==> config.mk <==
export PLATFORM = sky130hd
export DESIGN_NAME = ladder_rung_evaluator
export DESIGN_NICKNAME = d
export VERILOG_FILES = /design/src/core/rung_pkg.sv /design/src/core/point_memory.sv /design/src/core/logic_stack.sv /design/src/core/ladder_rung_evaluator.sv
export SDC_FILE = /design/constraint.sdc
export NUM_CORES = 2
export LEC_CHECK = 0
export BUFFER_PORTS_ARGS = -buffer_cell sky130_fd_sc_hd__buf_2
export CELL_PAD_IN_SITES_DETAIL_PLACEMENT = 1
export CELL_PAD_IN_SITES_GLOBAL_PLACEMENT = 2
export CORE_UTILIZATION = 40
export CTS_CLUSTER_DIAMETER = 100
export DETAILED_ROUTE_END_ITERATION = 10
export PLACE_DENSITY = 0.89
export REMOVE_ABC_BUFFERS = 1
export SYNTH_ARGS = -nofsm -noshare
export SYNTH_HDL_FRONTEND = slang
export SYNTH_SLANG_ARGS = --single-unit
==> constraint.sdc <==
create_clock -name clk_i -period 69.6 [get_ports clk_i]
set_clock_uncertainty 0.2 [all_clocks]
set_input_delay 13.92 -clock clk_i [delete_from_list [all_inputs] [get_ports clk_i]]
set_output_delay 13.92 -clock clk_i [all_outputs]
set_load 0.005 [all_outputs]
==> src/core/rung_pkg.sv <==
// shared constants and instruction codes of the rung evaluator
package rung_pkg;
	localparam int WORD_W      = 16;  // comparison operand width
	localparam int POINT_AW    = 8;   // point address width
	localparam int NUM_POINTS  = 256; // discrete points in the image
	localparam int PHYS_OUTS   = 8;   // physical output points
	localparam int PAUSE_LAST  = 7;   // highest point a pause may name
	localparam int STACK_DEPTH = 8;   // logic stack entries

	localparam logic [PHYS_OUTS-1:0] OUTS_RESET  = 8'h00;
	localparam logic [PHYS_OUTS-1:0] PAUSE_RESET = 8'h00;

	typedef enum logic [3:0] {
		OP_NOP,
		OP_START_IF_MATCH,
		OP_START_IF_MISMATCH,
		OP_PARALLEL_IF_MATCH,
		OP_PARALLEL_IF_MISMATCH,
		OP_SERIES_IF_MATCH,
		OP_SERIES_IF_MISMATCH,
		OP_START_IF_ATLEAST,
		OP_START_IF_BELOW,
		OP_PARALLEL_IF_ATLEAST,
		OP_COIL_OUT,
		OP_PARALLEL_COIL_DRIVE,
		OP_RISING_EDGE_PULSE,
		OP_LATCH_SET,
		OP_LATCH_CLEAR,
		OP_OUTPUT_PAUSE
	} op_e;
endpackage

==> src/core/point_memory.sv <==
// discrete point image with range write and registered read
`timescale 1ns/1ps
`default_nettype none
module point_memory
	import rung_pkg::*;
#(
	parameter int AW = POINT_AW,
	parameter int N  = NUM_POINTS
)(
	input  wire logic          clk_i,
	input  wire logic          rst_n_i,
	input  wire logic          ce_i,
	input  wire logic          wr_i,
	input  wire logic [AW-1:0] wr_lo_i,
	input  wire logic [AW-1:0] wr_hi_i,
	input  wire logic          wr_val_i,
	input  wire logic [AW-1:0] rd_addr_i,
	output logic               rd_bit_o,
	output logic [N-1:0]       bits_o
);
	logic [N-1:0] next_bits;
	logic         next_rd;

	// every entry inside lo..hi takes the value; empty if hi is below lo
	genvar i;
	generate
		for (i = 0; i < N; i++)
		begin : g_entry
			assign next_bits[i] = (wr_i && (AW'(i) >= wr_lo_i) &&
				(AW'(i) <= wr_hi_i)) ? wr_val_i : bits_o[i];
		end
	endgenerate

	// read shows the image before this cycle's write
	always_comb
	begin
		next_rd = bits_o[rd_addr_i];
	end

	always_ff @(posedge clk_i or negedge rst_n_i)
	begin
		if (!rst_n_i)
		begin
			bits_o   <= '0;
			rd_bit_o <= 1'b0;
		end
		else if (ce_i)
		begin
			bits_o   <= next_bits;
			rd_bit_o <= next_rd;
		end
	end
endmodule // point_memory
`default_nettype wire

==> src/core/logic_stack.sv <==
// rung logic stack with overflow detection
`timescale 1ns/1ps
`default_nettype none
module logic_stack
	import rung_pkg::*;
#(
	parameter int DEPTH = STACK_DEPTH
)(
	input  wire logic clk_i,
	input  wire logic rst_n_i,
	input  wire logic ce_i,
	input  wire logic start_i,
	input  wire logic par_i,
	input  wire logic ser_i,
	input  wire logic coil_i,
	input  wire logic term_i,
	input  wire logic clear_err_i,
	output logic      top_o,
	output logic      err_o
);
	localparam int DW = $clog2(DEPTH + 1);

	logic [DEPTH-1:0] bits;
	logic [DW-1:0]    depth;
	logic             closed;
	logic [DEPTH-1:0] next_bits;
	logic [DW-1:0]    next_depth;
	logic             next_closed;
	logic             next_err;

	assign top_o = bits[0];

	// a start after a coil opens a fresh rung; otherwise it pushes a branch, or flags overflow when the stack is full
	always_comb
	begin
		next_bits   = bits;
		next_depth  = depth;
		next_closed = closed;
		next_err    = clear_err_i ? 1'b0 : err_o;
		if (start_i)
		begin
			if (closed)
			begin
				next_bits    = '0;
				next_bits[0] = term_i;
				next_depth   = DW'(1);
				next_closed  = 1'b0;
			end
			else if (depth == DW'(DEPTH))
				next_err = 1'b1;
			else
			begin
				next_bits  = {bits[DEPTH-2:0], term_i};
				next_depth = depth + DW'(1);
			end
		end
		if (par_i)
			next_bits[0] = bits[0] | term_i;
		if (ser_i)
			next_bits[0] = bits[0] & term_i;
		if (coil_i)
			next_closed = 1'b1;
	end

	always_ff @(posedge clk_i or negedge rst_n_i)
	begin
		if (!rst_n_i)
		begin
			bits   <= '0;
			depth  <= '0;
			closed <= 1'b1;
			err_o  <= 1'b0;
		end
		else if (ce_i)
		begin
			bits   <= next_bits;
			depth  <= next_depth;
			closed <= next_closed;
			err_o  <= next_err;
		end
	end

	stack_over_a: assert property (@(posedge clk_i) disable iff (!rst_n_i)
		(ce_i && start_i && !closed && depth == DW'(DEPTH)) |=> err_o)
		else $error("stack overflow not flagged");
endmodule // logic_stack
`default_nettype wire

==> src/core/ladder_rung_evaluator.sv <==
// scan based rung evaluator: comparative contacts and discrete coils
`timescale 1ns/1ps
`default_nettype none
module ladder_rung_evaluator
	import rung_pkg::*;
#(
	parameter int WW = WORD_W,
	parameter int AW = POINT_AW,
	parameter int N  = NUM_POINTS,
	parameter int NO = PHYS_OUTS
)(
	input  wire logic          clk_i,
	input  wire logic          resetn_i,
	input  wire logic          ce_i,
	input  wire logic          scan_start_i,
	input  wire logic          scan_end_i,
	input  wire logic          instr_valid_i,
	input  wire op_e           op_i,
	input  wire logic [WW-1:0] operand_a_i,
	input  wire logic [WW-1:0] operand_b_i,
	input  wire logic [AW-1:0] point_i,
	input  wire logic          range_en_i,
	input  wire logic [AW-1:0] range_end_i,
	input  wire logic [NO-1:0] override_i,
	input  wire logic [AW-1:0] image_addr_i,
	output logic               image_bit_o,
	output logic [NO-1:0]      outputs_o,
	output logic               rung_o,
	output logic               stack_error_o,
	output logic               operand_error_o
);
	// reset release through two flops; assertion is immediate
	logic rst_meta;
	logic rst_n;

	always_ff @(posedge clk_i or negedge resetn_i)
	begin
		if (!resetn_i)
		begin
			rst_meta <= 1'b0;
			rst_n    <= 1'b0;
		end
		else
		begin
			rst_meta <= 1'b1;
			rst_n    <= rst_meta;
		end
	end

	logic          take;
	logic          eq;
	logic          ge;
	logic          term;
	logic          st_start;
	logic          st_par;
	logic          st_ser;
	logic          st_coil;
	logic          top;
	logic          wr;
	logic [AW-1:0] wr_lo;
	logic [AW-1:0] wr_hi;
	logic          wr_val;
	logic [AW-1:0] hi_pt;
	logic [N-1:0]  img;
	logic [N-1:0]  or_acc;
	logic [N-1:0]  next_or_acc;
	logic [N-1:0]  prev_rung;
	logic [N-1:0]  next_prev_rung;
	logic [NO-1:0] pause_acc;
	logic [NO-1:0] next_pause_acc;
	logic [NO-1:0] pause_hit;
	logic [NO-1:0] next_outputs;
	logic          next_operand_error;

	assign take  = instr_valid_i;
	assign hi_pt = range_en_i ? range_end_i : point_i;
	assign rung_o = top;

	// plain unsigned compares; timer and counter values arrive as words
	assign eq = (operand_a_i == operand_b_i);
	assign ge = (operand_a_i >= operand_b_i);

	// contact term and the stack action each comparative form asks for
	always_comb
	begin
		term     = 1'b0;
		st_start = 1'b0;
		st_par   = 1'b0;
		st_ser   = 1'b0;
		st_coil  = 1'b0;
		if (take)
		begin
			unique case (op_i)
				OP_NOP:                  ;
				OP_START_IF_MATCH:       begin term = eq;  st_start = 1'b1; end
				OP_START_IF_MISMATCH:    begin term = !eq; st_start = 1'b1; end
				OP_PARALLEL_IF_MATCH:    begin term = eq;  st_par = 1'b1; end
				OP_PARALLEL_IF_MISMATCH: begin term = !eq; st_par = 1'b1; end
				OP_SERIES_IF_MATCH:      begin term = eq;  st_ser = 1'b1; end
				OP_SERIES_IF_MISMATCH:   begin term = !eq; st_ser = 1'b1; end
				OP_START_IF_ATLEAST:     begin term = ge;  st_start = 1'b1; end
				OP_START_IF_BELOW:       begin term = !ge; st_start = 1'b1; end
				OP_PARALLEL_IF_ATLEAST:  begin term = ge;  st_par = 1'b1; end
				OP_COIL_OUT,
				OP_PARALLEL_COIL_DRIVE,
				OP_RISING_EDGE_PULSE,
				OP_LATCH_SET,
				OP_LATCH_CLEAR,
				OP_OUTPUT_PAUSE:         st_coil = 1'b1;
			endcase
		end
	end

	logic_stack #(
		.DEPTH       (STACK_DEPTH)
	) u_stack (
		.clk_i       (clk_i),
		.rst_n_i     (rst_n),
		.ce_i        (ce_i),
		.start_i     (st_start),
		.par_i       (st_par),
		.ser_i       (st_ser),
		.coil_i      (st_coil),
		.term_i      (term),
		.clear_err_i (scan_start_i),
		.top_o       (top),
		.err_o       (stack_error_o)
	);

	// pause range decode over the physical outputs only
	genvar k;
	generate
		for (k = 0; k < NO; k++)
		begin : g_pause
			assign pause_hit[k] = (AW'(k) >= point_i) && (AW'(k) <= hi_pt);
		end
	endgenerate

	// coil writes; a coil reads the rung top left by earlier contacts
	always_comb
	begin
		wr                 = 1'b0;
		wr_lo              = point_i;
		wr_hi              = point_i;
		wr_val             = top;
		next_or_acc        = scan_start_i ? '0 : or_acc;
		next_prev_rung     = prev_rung;
		next_pause_acc     = scan_start_i ? PAUSE_RESET : pause_acc;
		next_operand_error = scan_start_i ? 1'b0 : operand_error_o;
		if (take)
		begin
			unique case (op_i)
				OP_COIL_OUT:
					wr = 1'b1;
				OP_PARALLEL_COIL_DRIVE:
				begin
					wr                   = 1'b1;
					wr_val               = next_or_acc[point_i] | top;
					next_or_acc[point_i] = wr_val;
				end
				OP_RISING_EDGE_PULSE:
				begin
					wr                      = 1'b1;
					wr_val                  = top && !prev_rung[point_i];
					next_prev_rung[point_i] = top;
				end
				OP_LATCH_SET:
				begin
					wr     = top;
					wr_hi  = hi_pt;
					wr_val = 1'b1;
				end
				OP_LATCH_CLEAR:
				begin
					wr     = top;
					wr_hi  = hi_pt;
					wr_val = 1'b0;
				end
				OP_OUTPUT_PAUSE:
				begin
					if (top)
						next_pause_acc = next_pause_acc | pause_hit;
					if (hi_pt > AW'(PAUSE_LAST))
						next_operand_error = 1'b1;
				end
				default: ; // contacts and no-op leave the image alone
			endcase
		end
	end

	point_memory #(
		.AW        (AW),
		.N         (N)
	) u_image (
		.clk_i     (clk_i),
		.rst_n_i   (rst_n),
		.ce_i      (ce_i),
		.wr_i      (wr),
		.wr_lo_i   (wr_lo),
		.wr_hi_i   (wr_hi),
		.wr_val_i  (wr_val),
		.rd_addr_i (image_addr_i),
		.rd_bit_o  (image_bit_o),
		.bits_o    (img)
	);

	// pins only move at scan end so mid-scan coil glitches never escape
	always_comb
	begin
		next_outputs = outputs_o;
		if (scan_end_i)
			next_outputs = img[NO-1:0] & ~(pause_acc & ~override_i);
	end

	always_ff @(posedge clk_i or negedge rst_n)
	begin
		if (!rst_n)
		begin
			or_acc          <= '0;
			prev_rung       <= '0;
			pause_acc       <= PAUSE_RESET;
			outputs_o       <= OUTS_RESET;
			operand_error_o <= 1'b0;
		end
		else if (ce_i)
		begin
			or_acc          <= next_or_acc;
			prev_rung       <= next_prev_rung;
			pause_acc       <= next_pause_acc;
			outputs_o       <= next_outputs;
			operand_error_o <= next_operand_error;
		end
	end

	or_drive_on_a: assert property (@(posedge clk_i) disable iff (!rst_n)
		(ce_i && take && op_i == OP_PARALLEL_COIL_DRIVE && top)
		|=> img[$past(point_i)])
		else $error("wired-or coil not on");

	pulse_one_scan_a: assert property (@(posedge clk_i) disable iff (!rst_n)
		(ce_i && take && op_i == OP_RISING_EDGE_PULSE && !scan_start_i
		&& prev_rung[point_i]) |=> !img[$past(point_i)])
		else $error("pulse held past one scan");

	latch_set_a: assert property (@(posedge clk_i) disable iff (!rst_n)
		(ce_i && take && op_i == OP_LATCH_SET && top)
		|=> img[$past(point_i)] && img[$past(hi_pt)])
		else $error("latch set missed a point");

	latch_clear_a: assert property (@(posedge clk_i) disable iff (!rst_n)
		(ce_i && take && op_i == OP_LATCH_CLEAR && top)
		|=> !img[$past(point_i)] && !img[$past(hi_pt)])
		else $error("clear missed a point");

	pause_force_a: assert property (@(posedge clk_i) disable iff (!rst_n)
		(ce_i && scan_end_i)
		|=> (outputs_o & $past(pause_acc & ~override_i)) == 8'h00)
		else $error("paused output driven");

	pause_override_a: assert property (@(posedge clk_i) disable iff (!rst_n)
		(ce_i && scan_end_i)
		|=> (outputs_o & $past(override_i)) == $past(img[NO-1:0] & override_i))
		else $error("override output not updated");

	magnitude_start_a: assert property (@(posedge clk_i) disable iff (!rst_n)
		(ce_i && take && op_i == OP_START_IF_BELOW) |=> top == !$past(ge))
		else $error("below contact wrong");

	unsigned_cmp_a: assert property (@(posedge clk_i) disable iff (!rst_n)
		(ce_i && take && op_i == OP_START_IF_ATLEAST)
		|=> top == ($past(operand_a_i) >= $past(operand_b_i)))
		else $error("at-least contact wrong");

	last_coil_a: assert property (@(posedge clk_i) disable iff (!rst_n)
		(ce_i && take && op_i == OP_COIL_OUT) |=> img[$past(point_i)] == $past(top))
		else $error("plain coil did not take rung");

	scan_clear_a: assert property (@(posedge clk_i) disable iff (!rst_n)
		(ce_i && scan_start_i && !take) |=> or_acc == '0)
		else $error("wired-or terms not cleared");
endmodule // ladder_rung_evaluator
`default_nettype wire

==> results_dict.tcl <==
set metrics [dict create \
    final_routed_drc_violation_total 0 \
    synth.most_common_cell "sky130_fd_sc_hd__dfrtp_1" \
    min-delay-start "rst_meta" \
    hold-path-endpoint "rst_n" \
    cts_tree "yes" \
    grt_pass1_vias 47300 \
    critPathRequiredTime_ns 69.99 \
    critical-path-top-cell-by-count "sky130_fd_sc_hd__buf_4" \
    clk_path_buf_depth 3 \
    timing.final.hold_violations 0 \
    route.detailed.wl_per_inst_um 37.1 \
    setup_viol_count_final 0 \
    detailroute.via_count 47800 \
    post-place-cells 6509 \
    worstPathCellList "buf_2 > buf_4 > nor2b_1 > buf_4 > nand2_1 > buf_4 > nor3_1 > a311oi_1 > a311oi_4 > buf_4 > buf_4 > nor2_1 > a21oi_1" \
    ant_nets 0 \
    critPathSlowestCell "sky130_fd_sc_hd__buf_4" \
    r2r_setup_slack_ns 64.72 \
    grt_start_max_net_pins 173 \
    yosys_register_bits 795 \
    status "finished, final reports clean" \
    fin_total_pwr_mw 1.20 \
    cts_buffers 94 \
    drt_pass1_iterations 6 \
    die_area_um2 121000 \
    ctsResizeCount 0 \
    synthDominantAreaCellType "sky130_fd_sc_hd__dfrtp_1" \
    nFillCells 13400 \
    finish.net_count 5098 \
    grt_antenna_before_repair 20 \
    synth.top_cell.area_share_pct 41.4 \
    postSynth.topFlopCell "sky130_fd_sc_hd__dfrtp_1" \
    post_route_cells_drive_above_1_share_pct 14.3 \
    r2r.worst_path.cells 8 \
    syn-instance-count 5168 \
    post_synth_edffs 0 \
    detail_route.wirelength_mm 248 \
    placement_rows 126 \
    crit_family "buffers and inverters" \
    post_cts.repair.setup_buffers 0 \
    cellLeakagePower_nw 23.5 \
    synth_warn 0 \
    synthesis.area_um2 47900 \
    areaGrowthSynthToFinish_pct 10.1 \
    critical_path.max_stage_delay_ns 0.85 \
    clock_insertion_delay_worst_skew_ns 0.73 \
    max-vdd-ir-drop_v 0.0000193 \
    finalHoldWorstSlack_ns 0.182 \
    min_path_type "reg2reg" \
    io_pins 87 \
    power-per-cell-area_nw_per_um2 22.8 \
    root_buffer "sky130_fd_sc_hd__clkbuf_16" \
    grt_setup_unrepaired "no" \
    drv_cap 0 \
    overflow 0 \
    synth.yosys.seq_area_share_pct 41.5 \
    count_of_pins_over_their_slew_limit 0 \
    core-area_um2 118000 \
    synth.avg_cell_area_um2 9.28 \
    fin_tns_setup_ns 0 \
    synth.top_cells.by_count "sky130_fd_sc_hd__dfrtp_1, sky130_fd_sc_hd__o21ai_0, sky130_fd_sc_hd__nor2_1" \
    worst_hold_path.num_cells 0 \
    port_buffers 86 \
    worst_r2r_startpoint "u_stack.bits[0]" \
    achievable-frequency_ghz 0.0522 \
    worst_slew_pin_slew_ns 1.42 \
    capturing_point_of_the_worst_reg2reg_path "u_image.bits_o[23]" \
    place_congestion 1.04 \
    final.period_utilization_pct 27.5 \
    postCtsHoldBufs 0 \
    clk_transition_reported_paths_ns 0.06 \
    data_arrival_critical_path_ns 19.53 \
    cp_max_fo 85 \
    critPathLaunchType "input port" \
    cells_taking_the_most_area_after_synthesis "sky130_fd_sc_hd__dfrtp_1, sky130_fd_sc_hd__mux2i_1, sky130_fd_sc_hd__o21ai_0" \
    average_via_count_per_standard_cell 7.14 \
    timing.critical_path.buf_inv 6 \
    yosys.cell_types.count 85 \
    criticalPathCategory "in2reg" \
    period_needed_ns 19.14 \
    die_height_um 348 \
    ctsHtreeMaxLevel 3 \
    synth-async-reset-ratio_pct 100 \
    initial_core_utilization_pct 40.5 \
    fin_cells 6690 \
    clock_sink_count 795 \
    dieWidth_um 348 \
    detailed_place_hpwl_mm 167 \
    worst_setup_ep_type "flip-flop" \
    timing.max_slew.rel_slack_pct 4.55 \
    drt-initial-drc-count 6888 \
    global_route_wire_length_before_repair_mm 355 \
    grt.total_usage_pct 40.3 \
]
-- worst max path at each step --
| stage | cells past startpoint | end | startpoint | slack, ns |
|---|---|---|---|---|
| after floorplan | 7 | u_image.bits_o[128] | point_i[7] | 35.00 |
| after global placement | 13 | u_image.bits_o[15] | point_i[7] | 50.20 |
| after detailed placement | 13 | u_image.bits_o[93] | point_i[7] | 50.09 |
| after CTS | 13 | u_image.bits_o[53] | point_i[7] | 50.81 |
| after global routing | 13 | u_image.bits_o[93] | point_i[7] | 50.41 |
| final | 13 | u_image.bits_o[93] | point_i[7] | 50.46 |
-- area by class of cell --
| cell class | count | area [um^2] | share of cell area [%] |
|---|---|---|---|
| Clock buffer | 139 | 2700 | 5.12 |
| Multi-Input combinational cell | 3807 | 25700 | 48.7 |
| Antenna cell | 13 | 32.5 | 0.0616 |
| Tap cell | 1600 | 2000 | 3.79 |
| Inverter | 44 | 170 | 0.322 |
| Timing Repair Buffer | 263 | 1810 | 3.44 |
| Clock inverter | 29 | 428 | 0.811 |
| Sequential cell | 795 | 19900 | 37.7 |
-- state kept, by name, summed over array words and instances (netlist names) --
register	flops
or_acc	256
rst_meta	1
u_stack.depth	4
u_image.rd_bit_o	1
operand_error_o	1
u_image.bits_o	256
u_stack.bits	1
pause_acc	8
prev_rung	256
u_stack.err_o	1
rst_n	1
outputs_o	8
u_stack.closed	1
-- layer usage --
metal	wire (um)	global-route usage (%)
met5	192	0.480
met4	16100	22.5
met3	31900	13.6
met2	102000	56.2
met1	98500	54.2
-- cells by family after synthesis --
kind of cell,count (synthesis),share of synthesized area [%]
AOI/OAI and AO/OA,1833,22.9
xor gates and xnor gates,5,0.131
adders and majority gates,19,0.491
buffers and inverters,566,5.20
DFF,795,41.5
muxes,677,18.2
other,1,0.00782
and+or+nand+nor,1272,11.5
-- through the flow --
| step | util (%) | instance area (um^2) | setup WS, ns |
|---|---|---|---|
| 3_3_place_gp | 41.9 | 49600 | 50.20 |
| 3_5_place_dp | 41.9 | 49600 | 50.09 |
| 5_1_grt | 44.5 | 52700 | 50.41 |
| 2_1_floorplan | - | 45600 | 35.00 |
| 6_report | 44.6 | 52800 | 50.46 |
| 4_1_cts | 44.5 | 52700 | 50.81 |
-- layout by cell type, fill, tap and decap left out, types with 26 or more instances in the layout --
cell type	instances
sky130_fd_sc_hd__inv_1	38
sky130_fd_sc_hd__mux2i_1	409
sky130_fd_sc_hd__mux2_2	122
sky130_fd_sc_hd__mux4_2	144
sky130_fd_sc_hd__a22oi_1	31
sky130_fd_sc_hd__nand3_1	130
sky130_fd_sc_hd__a21oi_1	369
sky130_fd_sc_hd__o22ai_1	54
sky130_fd_sc_hd__nor3_1	64
sky130_fd_sc_hd__dfrtp_1	792
sky130_fd_sc_hd__o21ai_0	755
sky130_fd_sc_hd__buf_4	180
sky130_fd_sc_hd__o221ai_1	42
sky130_fd_sc_hd__nand4_1	26
sky130_fd_sc_hd__buf_2	79
sky130_fd_sc_hd__nand2_1	380
sky130_fd_sc_hd__o31ai_1	172
sky130_fd_sc_hd__clkbuf_16	95
sky130_fd_sc_hd__clkbuf_1	28
sky130_fd_sc_hd__o211ai_1	87
sky130_fd_sc_hd__a31oi_1	131
sky130_fd_sc_hd__nor2_1	519
sky130_fd_sc_hd__a22o_1	46
-- report_power, final --
group	switching [mW]	total, mW	leakage [nW]	internal [mW]
registers	0.0180	0.506	11.0	0.488
logic	0.128	0.182	11.0	0.0531
clock network	0.220	0.513	1.52	0.293
Note: power is estimated with default switching activity, not from simulation.
